`src/include/ldp_cfg.svh`:
```
`ifndef LDP_CFG_SVH
`define LDP_CFG_SVH
// ----------------------------------------------------------------
// Clock and switching rate
// ----------------------------------------------------------------
`define LDP_CLK_HZ      40000000
`define LDP_FSW_HZ      72000
`define LDP_FSW_CYC     (`LDP_CLK_HZ / `LDP_FSW_HZ)
`define LDP_SOFT_MS     10
`define LDP_SUB_MS      500
// ----------------------------------------------------------------
// Fault counts
// ----------------------------------------------------------------
`define LDP_OCP_RUN     4
`define LDP_SHORT_RUN   4
// ----------------------------------------------------------------
// Thermal thresholds, degrees C and millivolts
// ----------------------------------------------------------------
`define LDP_T_START     8'd130
`define LDP_T_SHUT      8'd150
`define LDP_T_STEP      8'd10
`define LDP_T_HYST      8'd10
`define LDP_T_BASE0     8'd100
`define LDP_T_BASE1     8'd90
`define LDP_T_BASE2     8'd110
`define LDP_V_SHUT      11'd540
`define LDP_V_START     11'd840
`define LDP_V_BASE      11'd1400
`define LDP_V_HYST      11'd60
`define LDP_V_STEP0     11'd100
`define LDP_V_STEP1     11'd150
`define LDP_V_STEP2     11'd200
// ----------------------------------------------------------------
// Current scale, per mille of nominal
// ----------------------------------------------------------------
`define LDP_NOM_PM      10'd1000
`define LDP_LVL_PM      10'd70
`define LDP_SUB_PM      10'd14
// ----------------------------------------------------------------
// Register map and fields
// ----------------------------------------------------------------
`define LDP_A_CTRL      4'h0
`define LDP_A_STAT      4'h4
`define LDP_A_SCALE     4'h8
`define LDP_F_TSEL      1:0
`define LDP_F_VSEL      3:2
`define LDP_CTRL_RST    4'h0
`define LDP_RESP_OK     2'b00
`define LDP_RESP_ERR    2'b10
`endif

```
`src/include/ldp_pkg.sv`:
```
package ldp_pkg;
  typedef enum logic [2:0] {
    LDP_S_UVLO  = 3'b000,
    LDP_S_CHECK = 3'b001,
    LDP_S_SOFT  = 3'b010,
    LDP_S_RUN   = 3'b011,
    LDP_S_FAULT = 3'b100
  } ldp_state_t;

  typedef enum logic [2:0] {
    LDP_C_NONE  = 3'b000,
    LDP_C_OCP   = 3'b001,
    LDP_C_SRS   = 3'b010,
    LDP_C_SHORT = 3'b011,
    LDP_C_HOT   = 3'b100
  } ldp_cause_t;
endpackage : ldp_pkg

```
`src/rtl/ldp_fault_derate.sv`:
```
// Functional notes
// - Over-current above 1.15V ends the present gate pulse for that cycle.
// - A new gate pulse is issued next cycle and cut only on retrip.
// - Consecutive tripped switching cycles are counted; a run shuts down.
// - A shorted sense resistor seen during start-up shuts down at once.
// - After a fault, wait for undervoltage lockout, reset, retry soft-start.
// - Start-up repeats and never reaches switching while the short persists.
// - Junction above 130C before soft-start inhibits start-up.
// - When running, 150C junction is the thermal shutdown threshold.
// - Internal mode steps derating level up at each 10C threshold.
// - Each derating level lowers current command by about 7 percent.
// - Each level is applied as several small decrements over seconds.
// - Each threshold has 10C hysteresis before the level is left.
// - Hold between threshold-10 and next threshold; below, ramp back up.
// - Derating start temperature is chosen among three configured levels.
// - External mode steps on thermistor voltage thresholds with hysteresis.
// - External step size is fixed by a setting captured in the start-up check state.
// - External mode shuts down when thermistor voltage is below 0.54V.
// - External mode starts only with thermistor voltage above 0.84V.
// - Derating source is a fixed variant option; switching at 72kHz.
// - Output sample below 115mV for several cycles is a short fault.
`timescale 1ns/1ps
`include "ldp_cfg.svh"

module ldp_fault_derate #(
  parameter bit          EXT_NTC  = 1'b0,
  parameter int          NSTEPS   = 4,
  parameter int unsigned SOFT_CYC = `LDP_CLK_HZ / 1000 * `LDP_SOFT_MS,
  parameter int unsigned SUB_CYC  = `LDP_CLK_HZ / 1000 * `LDP_SUB_MS
) (
  input  wire logic                aclk,
  input  wire logic                aresetn,
  input  wire logic                s_axi_awvalid,
  output      logic                s_axi_awready,
  input  wire logic [31:0]         s_axi_awaddr,
  input  wire logic                s_axi_wvalid,
  output      logic                s_axi_wready,
  input  wire logic [31:0]         s_axi_wdata,
  input  wire logic [3:0]          s_axi_wstrb,
  output      logic                s_axi_bvalid,
  input  wire logic                s_axi_bready,
  output      logic [1:0]          s_axi_bresp,
  input  wire logic                s_axi_arvalid,
  output      logic                s_axi_arready,
  input  wire logic [31:0]         s_axi_araddr,
  output      logic                s_axi_rvalid,
  input  wire logic                s_axi_rready,
  output      logic [31:0]         s_axi_rdata,
  output      logic [1:0]          s_axi_rresp,
  input  wire logic                gate_req,
  input  wire logic                overcurrent_trip,
  input  wire logic                sense_short_guard,
  input  wire logic                uvlo_active,
  input  wire logic                output_short,
  input  wire logic [7:0]          temp_c,
  input  wire logic [10:0]         ntc_mv,
  output      logic                gate_drive,
  output      logic                shutdown,
  output      logic [9:0]          current_scale,
  output      ldp_pkg::ldp_state_t ctrl_state
);
  import ldp_pkg::*;

  initial begin
    if (NSTEPS < 1 || NSTEPS > 7 || SOFT_CYC < 1 || SUB_CYC < 1)
      $error("ldp_fault_derate: unsupported parameter value");
  end

  // ----------------------------------------------------------------
  // Pin synchronisers
  // ----------------------------------------------------------------
  // Analog comparators are asynchronous to aclk, so each passes two flops.
  logic [3:0] sync1;
  logic [3:0] sync2;
  always_ff @(posedge aclk) begin
    if (!aresetn) begin
      sync1 <= 4'h0;
      sync2 <= 4'h0;
    end else begin
      sync1 <= {output_short, uvlo_active, sense_short_guard, overcurrent_trip};
      sync2 <= sync1;
    end
  end
  wire ocp_s   = sync2[0];
  wire srs_s   = sync2[1];
  wire uvlo_s  = sync2[2];
  wire short_s = sync2[3];

  // ----------------------------------------------------------------
  // Switching-cycle divider
  // ----------------------------------------------------------------
  localparam int unsigned FSW_CYC = `LDP_FSW_CYC;
  logic [9:0] sw_cnt;
  wire cyc_start = (sw_cnt == 10'(FSW_CYC - 1));
  always_ff @(posedge aclk) begin
    if (!aresetn) sw_cnt <= 10'h0;
    else          sw_cnt <= cyc_start ? 10'h0 : sw_cnt + 10'h1;
  end

  // ----------------------------------------------------------------
  // Configuration register
  // ----------------------------------------------------------------
  logic [3:0] ctrl;
  logic [1:0] tsel;
  logic [1:0] vsel;
  logic [2:0] level;
  ldp_state_t state;
  ldp_cause_t cause;

  function automatic logic [7:0] t_base(input logic [1:0] sel);
    unique case (sel)
      2'b01:   t_base = `LDP_T_BASE1;
      2'b10:   t_base = `LDP_T_BASE2;
      default: t_base = `LDP_T_BASE0;
    endcase
  endfunction : t_base

  function automatic logic [10:0] v_step(input logic [1:0] sel);
    unique case (sel)
      2'b01:   v_step = `LDP_V_STEP1;
      2'b10:   v_step = `LDP_V_STEP2;
      default: v_step = `LDP_V_STEP0;
    endcase
  endfunction : v_step

  // ----------------------------------------------------------------
  // Thermal thresholds
  // ----------------------------------------------------------------
  // stepped thresholds
  wire [7:0]  t_up  = t_base(tsel) + 8'(level) * `LDP_T_STEP;
  wire [7:0]  t_dn  = t_up - `LDP_T_STEP - `LDP_T_HYST;
  wire [10:0] v_up  = `LDP_V_BASE - 11'(level) * v_step(vsel);
  wire [10:0] v_dn  = v_up + v_step(vsel) + `LDP_V_HYST;
  wire lvl_max      = (level == 3'(NSTEPS));
  wire hot_up       = EXT_NTC ? (ntc_mv <= v_up) : (temp_c >= t_up);
  wire cool_dn      = EXT_NTC ? (ntc_mv > v_dn) : (temp_c < t_dn);
  wire start_ok     = EXT_NTC ? (ntc_mv > `LDP_V_START) : (temp_c <= `LDP_T_START);
  wire run_hot      = EXT_NTC ? (ntc_mv < `LDP_V_SHUT) : (temp_c >= `LDP_T_SHUT);

  // ----------------------------------------------------------------
  // Control state machine
  // ----------------------------------------------------------------
  logic [31:0] soft_cnt;
  logic [2:0]  ocp_run;
  logic [2:0]  short_run;
  logic        ocp_cut;
  logic        ocp_seen;
  wire running   = (state == LDP_S_SOFT) || (state == LDP_S_RUN);
  wire ocp_fault = cyc_start && ocp_seen && (ocp_run == 3'(`LDP_OCP_RUN - 1));
  wire shr_fault = cyc_start && short_s && (short_run == 3'(`LDP_SHORT_RUN - 1));
  ldp_state_t next_state;
  ldp_cause_t next_cause;

  always_comb begin
    next_state = state;
    next_cause = cause;
    unique case (state)
      LDP_S_UVLO:  if (!uvlo_s) next_state = LDP_S_CHECK;
      LDP_S_CHECK: if (start_ok) next_state = LDP_S_SOFT;
      LDP_S_SOFT: begin
        if (srs_s) begin
          next_state = LDP_S_FAULT;
          next_cause = LDP_C_SRS;
        end else if (soft_cnt >= SOFT_CYC - 1) begin
          next_state = LDP_S_RUN;
        end
      end
      LDP_S_RUN: begin
        if (ocp_fault) begin
          next_state = LDP_S_FAULT;
          next_cause = LDP_C_OCP;
        end else if (shr_fault) begin
          next_state = LDP_S_FAULT;
          next_cause = LDP_C_SHORT;
        end else if (run_hot) begin
          next_state = LDP_S_FAULT;
          next_cause = LDP_C_HOT;
        end
      end
      LDP_S_FAULT: ;
      default:     next_state = LDP_S_UVLO;
    endcase
    if (uvlo_s) next_state = LDP_S_UVLO;
  end

  always_ff @(posedge aclk) begin
    if (!aresetn) begin
      state <= LDP_S_UVLO;
      cause <= LDP_C_NONE;
    end else begin
      state <= next_state;
      cause <= next_cause;
    end
  end

  always_ff @(posedge aclk) begin
    if (!aresetn || state != LDP_S_SOFT) soft_cnt <= 32'h0;
    else                                 soft_cnt <= soft_cnt + 32'h1;
  end

  always_ff @(posedge aclk) begin
    if (!aresetn) begin
      tsel <= 2'b00;
      vsel <= 2'b00;
    end else if (state == LDP_S_CHECK) begin
      tsel <= ctrl[`LDP_F_TSEL];
      vsel <= ctrl[`LDP_F_VSEL];
    end
  end

  // ----------------------------------------------------------------
  // Cycle-by-cycle over-current
  // ----------------------------------------------------------------
  // cut this pulse
  always_ff @(posedge aclk) begin
    if (!aresetn) begin
      ocp_cut  <= 1'b0;
      ocp_seen <= 1'b0;
    end else if (ocp_s && running) begin
      ocp_cut  <= 1'b1;
      ocp_seen <= 1'b1;
    end else if (cyc_start) begin
      ocp_cut  <= 1'b0;
      ocp_seen <= 1'b0;
    end
  end

  always_ff @(posedge aclk) begin
    if (!aresetn || state != LDP_S_RUN) begin
      ocp_run   <= 3'h0;
      short_run <= 3'h0;
    end else if (cyc_start) begin
      ocp_run   <= ocp_seen ? ocp_run + 3'h1 : 3'h0;
      short_run <= short_s ? short_run + 3'h1 : 3'h0;
    end
  end

  // ----------------------------------------------------------------
  // Derating level and current ramp
  // ----------------------------------------------------------------
  logic [31:0] sub_cnt;
  wire sub_tick = (sub_cnt >= SUB_CYC - 1);
  always_ff @(posedge aclk) begin
    if (!aresetn || state != LDP_S_RUN)    level <= 3'h0;
    else if (hot_up && !lvl_max)           level <= level + 3'h1;
    else if (cool_dn && level != 3'h0)     level <= level - 3'h1;
  end

  wire [9:0] target = `LDP_NOM_PM - 10'(level) * `LDP_LVL_PM;
  wire [9:0] dn_val = (current_scale > target + `LDP_SUB_PM) ? current_scale - `LDP_SUB_PM : target;
  wire [9:0] up_val = (current_scale + `LDP_SUB_PM < target) ? current_scale + `LDP_SUB_PM : target;

  always_ff @(posedge aclk) begin
    if (!aresetn || sub_tick) sub_cnt <= 32'h0;
    else                      sub_cnt <= sub_cnt + 32'h1;
  end

  always_ff @(posedge aclk) begin
    if (!aresetn || state != LDP_S_RUN) current_scale <= `LDP_NOM_PM;
    else if (sub_tick && current_scale > target) current_scale <= dn_val;
    else if (sub_tick && current_scale < target) current_scale <= up_val;
  end

  // ----------------------------------------------------------------
  // Driver outputs
  // ----------------------------------------------------------------
  // driver off
  always_ff @(posedge aclk) begin
    if (!aresetn) begin
      gate_drive <= 1'b0;
      shutdown   <= 1'b1;
      ctrl_state <= LDP_S_UVLO;
    end else begin
      gate_drive <= running && (next_state == state) && gate_req && !ocp_cut && !ocp_s;
      shutdown   <= !running;
      ctrl_state <= state;
    end
  end

  // ----------------------------------------------------------------
  // AXI4-Lite slave
  // ----------------------------------------------------------------
  // Address and data are held separately, so either may arrive first.
  logic        aw_got;
  logic        w_got;
  logic        aw_bad;
  logic [3:0]  aw_addr;
  logic [31:0] w_data;
  logic [3:0]  w_strb;
  wire aw_hs = s_axi_awvalid && s_axi_awready;
  wire w_hs  = s_axi_wvalid && s_axi_wready;
  wire ar_hs = s_axi_arvalid && s_axi_arready;
  wire wr_go = (aw_got || aw_hs) && (w_got || w_hs) && !s_axi_bvalid;
  wire [3:0]  wr_a = aw_hs ? s_axi_awaddr[3:0] : aw_addr;
  wire [31:0] wr_d = w_hs ? s_axi_wdata : w_data;
  wire [3:0]  wr_s = w_hs ? s_axi_wstrb : w_strb;
  wire wr_hit = (wr_a == `LDP_A_CTRL);
  // A held address keeps its out-of-range mark, so a late data beat cannot land on it.
  wire wr_map = wr_hit && (aw_hs ? (s_axi_awaddr[31:4] == 28'h0) : !aw_bad);
  wire [3:0]  ra   = s_axi_araddr[3:0];
  wire rd_hi  = (s_axi_araddr[31:4] != 28'h0);
  wire rd_map = !rd_hi && (ra == `LDP_A_CTRL || ra == `LDP_A_STAT || ra == `LDP_A_SCALE);
  wire [31:0] stat_word = {21'h0, cause, 2'h0, level, state};
  wire [31:0] rd_word = (ra == `LDP_A_CTRL) ? {28'h0, ctrl} :
                        (ra == `LDP_A_STAT) ? stat_word :
                        (ra == `LDP_A_SCALE) ? {22'h0, current_scale} : 32'h0;

  always_ff @(posedge aclk) begin
    if (!aresetn) begin
      aw_got  <= 1'b0;
      w_got   <= 1'b0;
      aw_bad  <= 1'b0;
      aw_addr <= 4'h0;
      w_data  <= 32'h0;
      w_strb  <= 4'h0;
    end else if (wr_go) begin
      aw_got  <= 1'b0;
      w_got   <= 1'b0;
    end else begin
      if (aw_hs) aw_got  <= 1'b1;
      if (aw_hs) aw_addr <= s_axi_awaddr[3:0];
      if (aw_hs) aw_bad  <= (s_axi_awaddr[31:4] != 28'h0);
      if (w_hs)  w_got   <= 1'b1;
      if (w_hs)  w_data  <= s_axi_wdata;
      if (w_hs)  w_strb  <= s_axi_wstrb;
    end
  end

  always_ff @(posedge aclk) begin
    if (!aresetn) begin
      s_axi_awready <= 1'b1;
      s_axi_wready  <= 1'b1;
      s_axi_bvalid  <= 1'b0;
      s_axi_bresp   <= `LDP_RESP_OK;
      ctrl          <= `LDP_CTRL_RST;
    end else begin
      if (aw_hs) s_axi_awready <= 1'b0;
      if (w_hs)  s_axi_wready  <= 1'b0;
      if (wr_go) begin
        s_axi_bvalid <= 1'b1;
        s_axi_bresp  <= wr_map ? `LDP_RESP_OK : `LDP_RESP_ERR;
        if (wr_map && wr_s[0]) ctrl <= wr_d[3:0];
      end else if (s_axi_bvalid && s_axi_bready) begin
        s_axi_bvalid  <= 1'b0;
        s_axi_awready <= 1'b1;
        s_axi_wready  <= 1'b1;
      end
    end
  end

  always_ff @(posedge aclk) begin
    if (!aresetn) begin
      s_axi_arready <= 1'b1;
      s_axi_rvalid  <= 1'b0;
      s_axi_rdata   <= 32'h0;
      s_axi_rresp   <= `LDP_RESP_OK;
    end else if (ar_hs) begin
      s_axi_arready <= 1'b0;
      s_axi_rvalid  <= 1'b1;
      s_axi_rdata   <= rd_map ? rd_word : 32'h0;
      s_axi_rresp   <= rd_map ? `LDP_RESP_OK : `LDP_RESP_ERR;
    end else if (s_axi_rvalid && s_axi_rready) begin
      s_axi_rvalid  <= 1'b0;
      s_axi_arready <= 1'b1;
    end
  end
endmodule : ldp_fault_derate

```
`config.mk`:
```
export PLATFORM = sky130hd
export DESIGN_NAME = ldp_fault_derate
export DESIGN_NICKNAME = d
export VERILOG_FILES = /design/src/include/ldp_pkg.sv /design/src/rtl/ldp_fault_derate.sv
export VERILOG_INCLUDE_DIRS = /design/src /design/src/include
export SDC_FILE = /design/constraint.sdc
export NUM_CORES = 1
export LEC_CHECK = 0
export ABC_CLOCK_PERIOD_IN_PS = 8600
export BUFFER_PORTS_ARGS = -buffer_cell sky130_fd_sc_hd__buf_2
export CAP_MARGIN = 25
export CORE_ASPECT_RATIO = 0.5
export CORE_MARGIN = 2
export CORE_UTILIZATION = 45
export CTS_CLUSTER_DIAMETER = 100
export DETAILED_ROUTE_END_ITERATION = 7
export GPL_ROUTABILITY_DRIVEN = 1
export HOLD_SLACK_MARGIN = 0.05
export PLACE_DENSITY = 0.68
export SLEW_MARGIN = 20
export SYNTH_ARGS = -nofsm -noshare
export SYNTH_HDL_FRONTEND = slang
export SYNTH_SLANG_ARGS = --single-unit
```
`constraint.sdc`:
```
create_clock -name aclk -period 8.6 [get_ports aclk]
set_input_delay 0.86 -clock aclk [delete_from_list [all_inputs] [get_ports aclk]]
set_output_delay 0.86 -clock aclk [all_outputs]
set_load 0.05 [all_outputs]
```
# After elaboration in Yosys (flattened, before gate mapping)
# Index checks and enable logic that the tools add are counted.
# Widths: inputs -> output; s select.
dict set report totals {
  regBits 172
  output_inout_bits 56
  input_bits 131
}
dict set report classes {
  n_eq_ne 17
  n_addsub 14
  reduce_logical 57
  n_mux 46
  order_cmp 10
  n_bitwise 2
  mul 2
}
# cell n
set ops {}
lappend ops {{$add 32x1->32 const B} 2}
lappend ops {{$reduce_bool 28->1} 2}
lappend ops {{$mux 10} 5}
lappend ops {{$mux 3} 15}
lappend ops {{$mux 11} 3}
lappend ops {{$ge 32x19->1 const B} 1}
lappend ops {{$ge 32x25->1 const B} 1}
lappend ops {{$logic_not 28->1} 1}
lappend ops {{$logic_and 1x1->1} 23}
lappend ops {{$add 10x4->10 const B} 2}
lappend ops {{$gt 10x10->1} 2}
lappend ops {{$lt 10x10->1} 2}
lappend ops {{$mux 1} 16}
lappend ops {{$sub 8x4->8 const B} 2}
lappend ops {{$pmux 3 s5} 1}
lappend ops {{$eq 3x2->1 const B} 4}
lappend ops {{$pmux 6 s2} 1}
lappend ops {{$reduce_bool 2->1} 6}
lappend ops {{$add 10x1->10 const B} 1}
lappend ops {{$eq 10x10->1 const B} 1}
lappend ops {{$sub 10x10->10 const A} 1}
lappend ops {{$sub 10x4->10 const B} 1}
lappend ops {{$add 3x1->3 const B} 3}
lappend ops {{$mul 3x6->9 const B} 1}
lappend ops {{29 further kinds} 51}

# Longest topological paths before layout
# Gate-level depths: netlist (run 1).
dict set report depth {
  depth_word 12
  mapped_depth 20
}

# Least setup slack after synthesis (run 1)
# OpenSTA, ideal clock, no wires.
dict set report synth_timing {
  path_kind {reg-to-reg}
  from {register level[0]}
  to {register current_scale[5]}
  required_ns 8.526
  synth_period_minus_slack_ns 4.623
  setup_ns 0.074
  stages_incl_launch_ff 19
  arrival_time_ns 4.549
  setup_slack_ns 3.977
  cell_sequence {dfxtp_1 > clkbuf_1 > inv_1 > ha_1 > o21a_1 > o22ai_1 > xnor2_1 > nor3_1 > a21boi_0 > nor3b_1 > xnor2_1 > ha_1 > a21oi_1 > o21ai_0 > a2111oi_0 > nor2_1 > nand3_1 > or3b_1 > a31oi_1}
}
dict set report synth_via {
  elab_chain_cells 6
  elab_cells_between_ends 14
  cone_classes {add/sub (2); mul (1); order compare (4); mux (4); reduce/logical (3)}
}
# item line_no
set synth_lines {}
lappend synth_lines {{start, declared} ldp_fault_derate.sv:106} ;# logic [2:0] level;
lappend synth_lines {{start signal, assigned} ldp_fault_derate.sv:245} ;# else if (hot_up && !lvl_max) level <= level + 3'h1;
lappend synth_lines {{start signal, assigned} ldp_fault_derate.sv:246} ;# else if (cool_dn && level != 3'h0) level <= level - 3'h1;
lappend synth_lines {{$mul 3x6->9 (no source line) (*)} -}
lappend synth_lines {{$sub 10x10->10 (no source line) (*)} -}
lappend synth_lines {{$add 10x4->10 (no source line) / $lt 10x10->1 (equally long branches)} -}
lappend synth_lines {{$gt 10x10->1 (no source line) / $mux 10 (equally long branches)} -}
lappend synth_lines {{$mux 10, on equally long branches} {ldp_fault_derate.sv:250, ldp_fault_derate.sv:261}}
lappend synth_lines {{$mux 10} ldp_fault_derate.sv:260} ;# else if (sub_tick && current_scale > target) current_scale <= dn_val;
lappend synth_lines {{end signal, assigned} ldp_fault_derate.sv:259} ;# if (!aresetn || state != LDP_S_RUN) current_scale <= `LDP_NOM_PM;
lappend synth_lines {{end signal, assigned} ldp_fault_derate.sv:260}
lappend synth_lines {{end signal, assigned} ldp_fault_derate.sv:261} ;# else if (sub_tick && current_scale < target) current_scale <= up_val;
lappend synth_lines {{end, declared} ldp_fault_derate.sv:59} ;# output logic [9:0] current_scale,
# Every way passes the cells marked *; elsewhere a longest branch is shown, timed or not. The select of a mux whose other input is x is not followed.
# A chain may end at the register's enable or synchronous reset.

# Final worst setup path (run 1)
dict set report layout_timing {
  from {register level[1]}
  to {register current_scale[5]}
}
# Same word-level chain as after synthesis.

==> results.py, run 1 <==
metrics = {
    "timing": {
        "tightestPinTransition_ns": 0.985,
        "final.min_clock_period_ns": 5.74,
        "skew_ns": 0.00835,
        "finalMaxSlewViolations": 0,
        "final.setup.worst_slack_ns": 2.86,
        "setup_viol": 0,
        "final.setup.tns_ns": 0,
        "holdWs_ns": 0.435,
        "post-route-period-util_pct": 66.8,
        "fmax_ghz": 0.174,
        "rsz0062_at_grt": "no",
        "slew_headroom_pct": 34.2,
        "timing_hold_violations_final": 0,
    },
    "floorplanning": {
        "initial_utilization_pct": 46.0,
        "top_level_ports": 187,
        "dieArea_mm2": 0.0200,
        "rows": 35,
        "fp.coreArea_mm2": 0.0184,
        "die_w_um": 198,
        "die_y_um": 101,
    },
    "drt": {
        "via_per_inst": 5.31,
        "drc_errors": 0,
        "vias": 7327,
        "routed_wirelength_um": 19200,
        "ant_nets": 0,
        "wire_per_inst_um": 14.0,
        "drt_iter0_drc": 429,
        "drt_pre_antenna_iters": 7,
    },
    "setup_path": {
        "cp-end-kind": "register",
        "r2r-start": "level[1]",
        "crit_required_ns": 8.94,
        "path_max_fanout": 9,
        "slowest_stage": "a2111oi_0",
        "crit_arrival_ns": 6.09,
        "start_kind": "register",
        "worst-path-buf-inv": 2,
        "max_stage_delay_ns": 0.79,
        "critical_path_class": "reg -> reg",
        "path_delay_family": "compound AO/OA/AOI/OAI gates",
        "reg2reg_slack_ns": 2.86,
        "crit_path_frequent_cell": "ha_1",
        "crit_start": "level[1]",
        "crit_chain": "inv_1 -> ha_1 -> inv_1 -> ha_1 -> ha_1 -> o22ai_1 -> xnor2_1 -> nor3_1 -> a21boi_0 -> nor3b_1 -> xnor2_1 -> ha_1 -> a21oi_1 -> o21ai_0 -> a2111oi_0 -> nor2_1 -> nand3_1 -> or3b_1 -> a31oi_1",
    },
    "yosys": {
        "yosysWarningCount": 0,
        "ys.flop_type": "dfxtp_1",
        "synth_cells": 1011,
        "synth-seq-cells": 148,
        "synth_area_mm2": 0.00846,
        "synth_area_leaders": "dfxtp_1, ha_1, nor2_1",
        "ys_seq_area_share_pct": 35.0,
        "synth.avg_cell_area_um2": 8.36,
        "synth.top_cells.by_count": "dfxtp_1, nor2_1, ha_1",
        "yosysMostFrequentCell": "dfxtp_1",
        "yosysTopAreaCell": "dfxtp_1",
        "synthDistinctLibCells": 67,
        "synth_top_cell_area_share_pct": 35.0,
        "synthArstFlopShare_pct": 0,
        "synth_edf_count": 0,
    },
    "clock_tree": {
        "ctsResizeCount": 0,
        "cts-hold-fix-buffers": 0,
        "clock_latency_ns": 0.42,
        "clock-root-buffer": "clkbuf_16",
        "cts_tree": "done",
        "clk_pin_slew_worst_paths_ns": 0.07,
        "post_cts_buffers": 0,
        "clock_sinks": 148,
        "clockBufferDepth": 2,
        "htreeDepth": 4,
        "cts_buffers": 17,
    },
    "power": {
        "peakVddDrop_mv": 0.109,
        "p_per_area_mw_per_mm2": 164,
        "p_leak_nw": 4.00,
    },
    "place": {
        "gp_routability_congestion": 0.854,
        "dp_hpwl_um": 14300,
        "dp_cells": 1345,
        "port_buffers": 120,
        "place_ws_ns": 2.88,
    },
    "global_routing": {
        "grt_max_degree": 35,
        "antenna_found_initial": 0,
        "grt_pass1_vias": 6953,
        "grt_pass1_wl_um": 32000,
        "grt_overflow": 0,
        "track_usage_pct": 19.5,
    },
    "worst_hold_path": {
        "worstHoldStart": "sync1[0]",
        "hold_path.class": "reg -> reg",
    },
    "final_layout": {
        "stdcell_count": 1379,
        "area_growth_pct": 15.8,
        "drive_gt1_share_pct": 15.5,
        "utilization_pct": 53.2,
        "antennaDiodeCount": 0,
        "fillers": 1725,
        "layout.nets": 1328,
    },
    "flow_run": {
        "drv_cap": 0,
    },
    "run_status": {
        "outcome": "complete, no violations",
    },
}
## kinds of logic (layout without fill, tap and decap cells)
family | Yosys count | in the layout | share of synthesized area, %
compound gates | 170 | 170 | 13.1
flops | 148 | 148 | 35.0
other cells | 1 | 31 | 0.0443
simple gates | 417 | 417 | 24.5
mux | 17 | 17 | 2.06
xor+xnor | 86 | 86 | 8.91
fa+ha+maj | 71 | 71 | 10.8
buf+inv | 101 | 199 | 5.65
## worst register-to-register path, delay by kind of cell, from the launching register on
| kind | cells | cell delay, ns |
|---|---|---|
| buf+inv | 2 | 0.27 |
| xor+xnor | 2 | 0.38 |
| fa+ha+maj | 4 | 1.12 |
| simple gates | 5 | 1.58 |
| flops | 1 | 0.59 |
| compound gates | 6 | 1.76 |
## where the power goes
group	leakage, nW	internal (mW)	total, mW	switching [mW]
logic	2.51	0.0522	0.153	0.101
registers	1.20	0.701	0.715	0.0141
clock network	0.286	0.412	0.733	0.321
## stage by stage
stage	power, mW	instance area [um^2]
floorplan	0.843	8570
global placement	0.877	9170
detailed placement	0.881	9170
CTS	1.61	9760
global route	1.66	9790
finish	1.60	9790
## registers in the layout, indices dropped and copies added, names as in the netlist, 4 cells and up
name           cells
sync2              4
sw_cnt            10
soft_cnt          32
sub_cnt           32
sync1              4
s_axi_rdata       11
ctrl               4
current_scale      9
aw_addr            4
w_data             4
## cell type report
class | instances | area, um^2 | share of cell area [%]
Multi-Input combinational cell | 792 | 5130 | 52.4
Sequential cell | 148 | 2960 | 30.3
Timing Repair Buffer | 126 | 661 | 6.75
Clock buffer | 17 | 425 | 4.35
Tap cell | 240 | 300 | 3.07
Clock inverter | 15 | 159 | 1.62
Inverter | 41 | 154 | 1.57
## per-layer routing
layer | share of wire, % | wire [um] | vias to the layer above | global-route usage, %
li1 | - | - | 3742 | -
met1 | 46 | 8850 | 3444 | 23.8
met2 | 49 | 9470 | 118 | 34.9
met3 | 3.1 | 590 | 23 | 3.65
met4 | 1.7 | 328 | 0 | 6.88
met5 | 0 | 0 | - | 0
## final timing paths
path / endpoint / depth (start not counted)
worst max-delay path: current_scale[5] / 19
worst min-delay path: sync2[0] / 1
worst max register to register: current_scale[5] / 19
worst min register to register: sync2[0] / 1
## placed cells by master, fill, tap and decap left out, types with 8 or more instances in the layout
| master | count |
|---|---|
| conb_1 | 31 |
| nor2_1 | 132 |
| nand4_1 | 29 |
| mux2i_1 | 14 |
| a22o_1 | 8 |
| or3_1 | 8 |
| inv_1 | 40 |
| nor2b_1 | 9 |
| a21oi_1 | 55 |
| clkbuf_16 | 17 |
| nor4_1 | 23 |
| nand2_1 | 64 |
| buf_2 | 121 |
| xor2_1 | 42 |
| ha_1 | 68 |
| o21ai_0 | 33 |
| xnor2_1 | 44 |
| nor3_1 | 33 |
| nand2b_1 | 13 |
| and2_1 | 17 |
| and3_1 | 10 |
| dfxtp_1 | 148 |
| a21o_1 | 11 |
| nand3_1 | 51 |
No activity file was read; power rests on OpenSTA's default activity.
==> run 2: changes to the inputs <==
Settings changed: ABC_CLOCK_PERIOD_IN_PS 8600 to 4900, PLACE_DENSITY 0.68 to 0.71.
Clock period 8.6 ns to 4.9 ns, I/O delays scaled along.
==> run 2 against run 1 <==
Core utilization up 0.46 points. First-iteration DRC count up 17%. Sequential power up 75%. Final area up 0.87%. Total power up 76%. Sequential cell count unchanged. Count of clock-buffer cells in the layout up 1. Fmax up 27%. Clock skew down 0.00086 ns. Routed wire length up 2.3%. Worst hold slack worse by 0.16 ns. Global-route usage up 0.44 points. Critical endpoint is now current_scale[1]. Largest cell class unchanged. Largest power group unchanged.
==> results.py, run 2 (synthesis gave the netlist of run 1 again) <==
metrics = {
    "drt": {
        "vias": 7468,
        "drt_pre_antenna_iters": 5,
        "routed_wirelength_um": 19700,
        "wire_per_inst_um": 14.2,
        "drt_iter0_drc": 501,
        "ant_nets": 0,
        "drc_errors": 0,
        "via_per_inst": 5.37,
    },
    "timing": {
        "fmax_ghz": 0.222,
        "slew_headroom_pct": 35.2,
        "final.min_clock_period_ns": 4.51,
        "final.setup.tns_ns": 0,
        "skew_ns": 0.00749,
        "timing_hold_violations_final": 0,
        "post-route-period-util_pct": 92.0,
        "setup_viol": 0,
        "rsz0062_at_grt": "no",
        "tightestPinTransition_ns": 0.968,
        "finalMaxSlewViolations": 0,
    },
    "setup_path": {
        "slowest_stage": "a2111oi_0",
        "crit_chain": "inv_1 -> ha_1 -> inv_1 -> ha_1 -> ha_1 -> o22ai_1 -> xnor2_1 -> nor3_1 -> a21boi_1 -> nor3b_1 -> xnor2_1 -> ha_1 -> a21oi_1 -> o21ai_1 -> a2111oi_2 -> buf_4 -> nor2_1 -> nand3_1 -> a211oi_1 -> a2111oi_0",
        "crit_required_ns": 5.18,
        "reg2reg_slack_ns": 0.39,
        "max_stage_delay_ns": 0.40,
        "path_max_fanout": 5,
        "start_kind": "register",
        "cp-end-kind": "register",
        "crit_path_frequent_cell": "ha_1",
        "crit_arrival_ns": 4.79,
        "critical_path_class": "reg -> reg",
    },
    "final_layout": {
        "utilization_pct": 53.7,
        "seq_area_mm2": 0.00296,
        "layout.nets": 1340,
        "area_growth_pct": 16.8,
        "fillers": 1700,
        "reg.largest.list": "soft_cnt (32), sub_cnt (32), s_axi_rdata (11)",
        "stdcell_count": 1391,
        "most-common-layout-cells": "dfxtp_1, nor2_1, buf_2",
        "antennaDiodeCount": 0,
        "drive_gt1_share_pct": 16.4,
        "mostFrequentLayoutCell": "dfxtp_1",
        "multi_input_area_mm2": 0.00513,
        "fin_area_mm2": 0.00988,
    },
    "clock_tree": {
        "clockBufferDepth": 2,
        "post_cts_buffers": 0,
        "clock_latency_ns": 0.42,
        "cts_tree": "done",
        "cts_buffers": 17,
        "clk_pin_slew_worst_paths_ns": 0.06,
        "cts-hold-fix-buffers": 0,
        "clock-root-buffer": "clkbuf_16",
        "htreeDepth": 4,
        "clock_sinks": 148,
    },
    "place": {
        "dp_hpwl_um": 14600,
        "port_buffers": 120,
        "gp_routability_congestion": 0.880,
        "place_area_mm2": 0.00926,
        "dp_cells": 1357,
    },
    "floorplanning": {
        "rows": 35,
        "initial_utilization_pct": 46.0,
        "fp.coreArea_mm2": 0.0184,
        "dieArea_mm2": 0.0200,
        "top_level_ports": 187,
        "die_w_um": 198,
        "die_y_um": 101,
    },
    "global_routing": {
        "grt_overflow": 0,
        "grt_max_degree": 35,
        "grt_pass1_vias": 7082,
        "track_usage_pct": 20.0,
        "antenna_found_initial": 0,
        "grt_pass1_wl_um": 32500,
    },
    "power": {
        "peakVddDrop_mv": 0.240,
        "p_per_area_mw_per_mm2": 285,
        "p_leak_nw": 4.05,
    },
    "flow_run": {
        "drv_cap": 0,
    },
    "worst_hold_path": {
        "hold_path.class": "in -> reg",
    },
    "run_status": {
        "outcome": "complete, no violations",
    },
}
==> run 2: changes by cell type in the layout (fill, tap and decap cells not counted), moves of 2 or more <==
cell	change
inv_8	-3
buf_4	+12
inv_6	-4
clkinv_2	+2
clkinvlp_4	+3
==> run 2: critical path: cells and delay by family, from the launching register on <==
| family | cells | cell delay, ns |
|---|---|---|
| XOR/XNOR | 2 | 0.27 |
| adder cells (fa/ha/maj) | 4 | 1.09 |
| flip-flops | 1 | 0.33 |
| AO/OA/AOI/OAI | 7 | 1.57 |
| buffers and inverters | 3 | 0.33 |
| AND/OR/NAND/NOR | 4 | 0.78 |
==> run 2: cell type report <==
type	count	share of cell area [%]
Timing Repair Buffer	138	7.50
Sequential cell	148	30.0
Inverter	41	1.56
Clock buffer	18	4.35
Clock inverter	14	1.55
Multi-Input combinational cell	792	52.0
Tap cell	240	3.04
==> run 2: timing repair <==
item                                    CTS  global route
hold endpoints to repair                  0             0
endpoints found under the setup margin    0             9
gates resized for setup                   0             5
==> run 2: final timing paths <==
kind                start                to  depth (start not counted)
max              level[1]  current_scale[1]                         20
min          output_short          sync1[3]                          2
max reg2reg      level[1]  current_scale[1]                         20
min reg2reg      sync1[0]          sync2[0]                          1
==> run 2: metal layers <==
metal  routed length, um  global-route usage [%]  up-vias
met1                8840                    24.2     3540
met2                9970                    36.5      129
li1                    -                       -     3778
met3                 659                    2.91       21
met5                   0                       0        -
met4                 227                    7.06        0
==> run 2: report_power, final <==
| group | internal, mW | leakage (nW) | switching, mW |
|---|---|---|---|
| Combinational | 0.0930 | 2.57 | 0.178 |
| Sequential | 1.23 | 1.20 | 0.0235 |
| Clock | 0.755 | 0.273 | 0.535 |
==> run 2: per-stage QoR <==
| step | hold WS (ns) | total power, mW | setup WS [ns] |
|---|---|---|---|
| finish | 0.280 | 2.82 | 0.394 |
| detailed placement | 0.417 | 1.55 | 0.0994 |
| floorplan | 0.412 | 1.48 | 0.277 |
| CTS | 0.269 | 2.83 | 0.0601 |
| global placement | 0.418 | 1.54 | 0.278 |
| global route | 0.283 | 2.92 | 0.0233 |
==> run 3: changes to the inputs <==
Settings changed: CORE_MARGIN 2 to default.
==> run 3 against run 2 <==
Total power grew 2.1%. First-iteration DRC count shrank 26%. Via count shrank 0.19%. Die area shrank 3.0%. Sequential cell count is the same. Routed wire length shrank 2.3%. Worst setup slack gained 0.032 ns. Count of clock-buffer cells in the layout grew 1. Clock skew grew 0.0077 ns. Worst hold slack gained 0.0070 ns. Sequential share of layout area shrank 0.13 points. Largest cell class unchanged.
==> results.py, run 3 (synthesis gave the netlist of run 1 again) <==
metrics = {
    "timing": {
        "final.setup.tns_ns": 0,
        "finalMaxSlewViolations": 0,
        "setup_viol": 0,
        "post-route-period-util_pct": 91.3,
        "rsz0062_at_grt": "no",
        "timing_hold_violations_final": 0,
        "fmax_ghz": 0.223,
        "slew_headroom_pct": 27.9,
        "tightestPinTransition_ns": 1.08,
        "skew_ns": 0.0152,
        "final.min_clock_period_ns": 4.47,
    },
    "global_routing": {
        "grt_use_met1_pct": 24.3,
        "grt_max_degree": 35,
        "grt_overflow": 0,
        "grt_pass1_wl_um": 32400,
        "met2_usage_pct": 36.5,
        "grt_pass1_vias": 7055,
        "track_usage_pct": 20.1,
        "antenna_found_initial": 0,
        "busiest_layer": "met2",
        "use_met3_pct": 3.76,
    },
    "setup_path": {
        "crit_required_ns": 5.21,
        "crit_start": "level[1]",
        "r2r-start": "level[1]",
        "endpoint": "current_scale[2]",
        "crit_path_frequent_cell": "ha_1",
        "reg2reg_slack_ns": 0.43,
        "rr_endpoint": "current_scale[2]",
        "slowest_stage": "a2111oi_0",
        "r2r_cells": 20,
        "cp-end-kind": "register",
        "crit_arrival_ns": 4.78,
        "critical_path_class": "reg -> reg",
        "start_kind": "register",
        "path_max_fanout": 5,
        "crit_chain": "inv_1 -> ha_1 -> inv_1 -> ha_1 -> ha_1 -> o22ai_1 -> xnor2_1 -> nor3_2 -> a21boi_1 -> nor3b_1 -> xnor2_1 -> ha_1 -> a21oi_1 -> o21ai_0 -> a2111oi_0 -> buf_4 -> or2_2 -> a32oi_1 -> nand2b_1 -> a31o_2",
        "crit_cells": 20,
        "path_delay_family": "compound AO/OA/AOI/OAI gates",
        "max_stage_delay_ns": 0.40,
        "worst-path-buf-inv": 3,
    },
    "place": {
        "gp_routability_congestion": 0.903,
        "port_buffers": 120,
        "dp_hpwl_um": 14300,
    },
    "final_layout": {
        "drive_gt1_share_pct": 16.3,
        "layout.nets": 1340,
        "area_growth_pct": 17.3,
        "utilization_pct": 53.9,
        "mostFrequentLayoutCell": "dfxtp_1",
        "antennaDiodeCount": 0,
        "most-common-layout-cells": "dfxtp_1, nor2_1, buf_2",
        "reg.largest.list": "soft_cnt (32), sub_cnt (32), s_axi_rdata (11)",
    },
    "clock_tree": {
        "cts_buffers": 17,
        "cts_tree": "done",
        "clockBufferDepth": 2,
        "clock-root-buffer": "clkbuf_16",
        "clock_sinks": 148,
        "clock_latency_ns": 0.42,
        "htreeDepth": 4,
        "clk_pin_slew_worst_paths_ns": 0.06,
    },
    "drt": {
        "via_per_inst": 5.36,
        "vias": 7454,
        "routed_wirelength_um": 19200,
        "drt_pre_antenna_iters": 5,
        "ant_nets": 0,
        "wire_per_inst_um": 13.8,
        "drt_iter0_drc": 370,
        "drc_errors": 0,
    },
    "floorplanning": {
        "top_level_ports": 187,
        "fp.coreArea_mm2": 0.0184,
        "die_w_um": 196,
        "initial_utilization_pct": 46.0,
        "rows": 35,
        "dieArea_mm2": 0.0194,
        "die_y_um": 98.9,
    },
    "power": {
        "p_leak_nw": 4.07,
        "peakVddDrop_mv": 0.260,
        "p_per_area_mw_per_mm2": 290,
    },
    "worst_hold_path": {
        "hold_path.class": "in -> reg",
    },
    "run_status": {
        "outcome": "complete, no violations",
    },
    "flow_run": {
        "drv_cap": 0,
    },
}
-- run 3: routing by layer --
layer,routed length [um],vias up
met2,9470,144
met4,245,0
met3,697,25
li1,-,3764
met1,8820,3521
met5,0,-
-- run 3: worst min path at each step --
stage / start / end / cells past startpoint / slack, ns
final: sense_short_guard / sync1[1] / 2 / 0.29
after global routing: sense_short_guard / sync1[1] / 2 / 0.27
after CTS: sense_short_guard / sync1[1] / 2 / 0.27
after detailed placement: sync1[1] / sync2[1] / 1 / 0.42
after global placement: sync1[2] / sync2[2] / 1 / 0.42
after floorplan: sync1[0] / sync2[0] / 1 / 0.41
-- run 3: worst register-to-register path: cells and delay by family, from the launching register on --
family                     cells  cell delay [ns]
AOI/OAI and AO/OA              7             1.49
adders and majority gates      4             1.09
and+or+nand+nor                4             0.85
buffers and inverters          3             0.33
DFF                            1             0.32
xor gates and xnor gates       2             0.28
-- run 3: cell type report --
cell class	instances	area [um^2]
timing repair buffer	138	753
clock buffer	19	443
clock inverter	12	169
tap	240	300
multi-input combinational	792	5130
sequential	148	2960
fill	1667	8480
inverter	41	154
-- run 3: power breakdown --
group          switching [mW]  leakage [nW]  internal [mW]
Combinational           0.178          2.58         0.0932
Clock                   0.527         0.293          0.824
Sequential             0.0228          1.20           1.23
-- run 3: repair_timing --
action | 4_1_cts | 5_1_grt
gates resized for setup | 0 | 2
setup endpoints to repair | 0 | 4
hold buffers | 0 | 0
buffers inserted | 0 | 0
-- run 3: metrics by stage --
stage          worst slack, ns  instance area (um^2)  hold WS, ns  total power [mW]  cells
6_report                 0.426                  9920        0.287              2.87   1390
3_3_place_gp             0.377                  9270        0.422              1.54   1357
3_5_place_dp             0.338                  9270        0.421              1.55   1358
2_1_floorplan            0.277                  8570        0.412              1.48   1041
4_1_cts                  0.323                  9880        0.272              2.89   1389
5_1_grt                 0.0251                  9920        0.269              2.98   1390
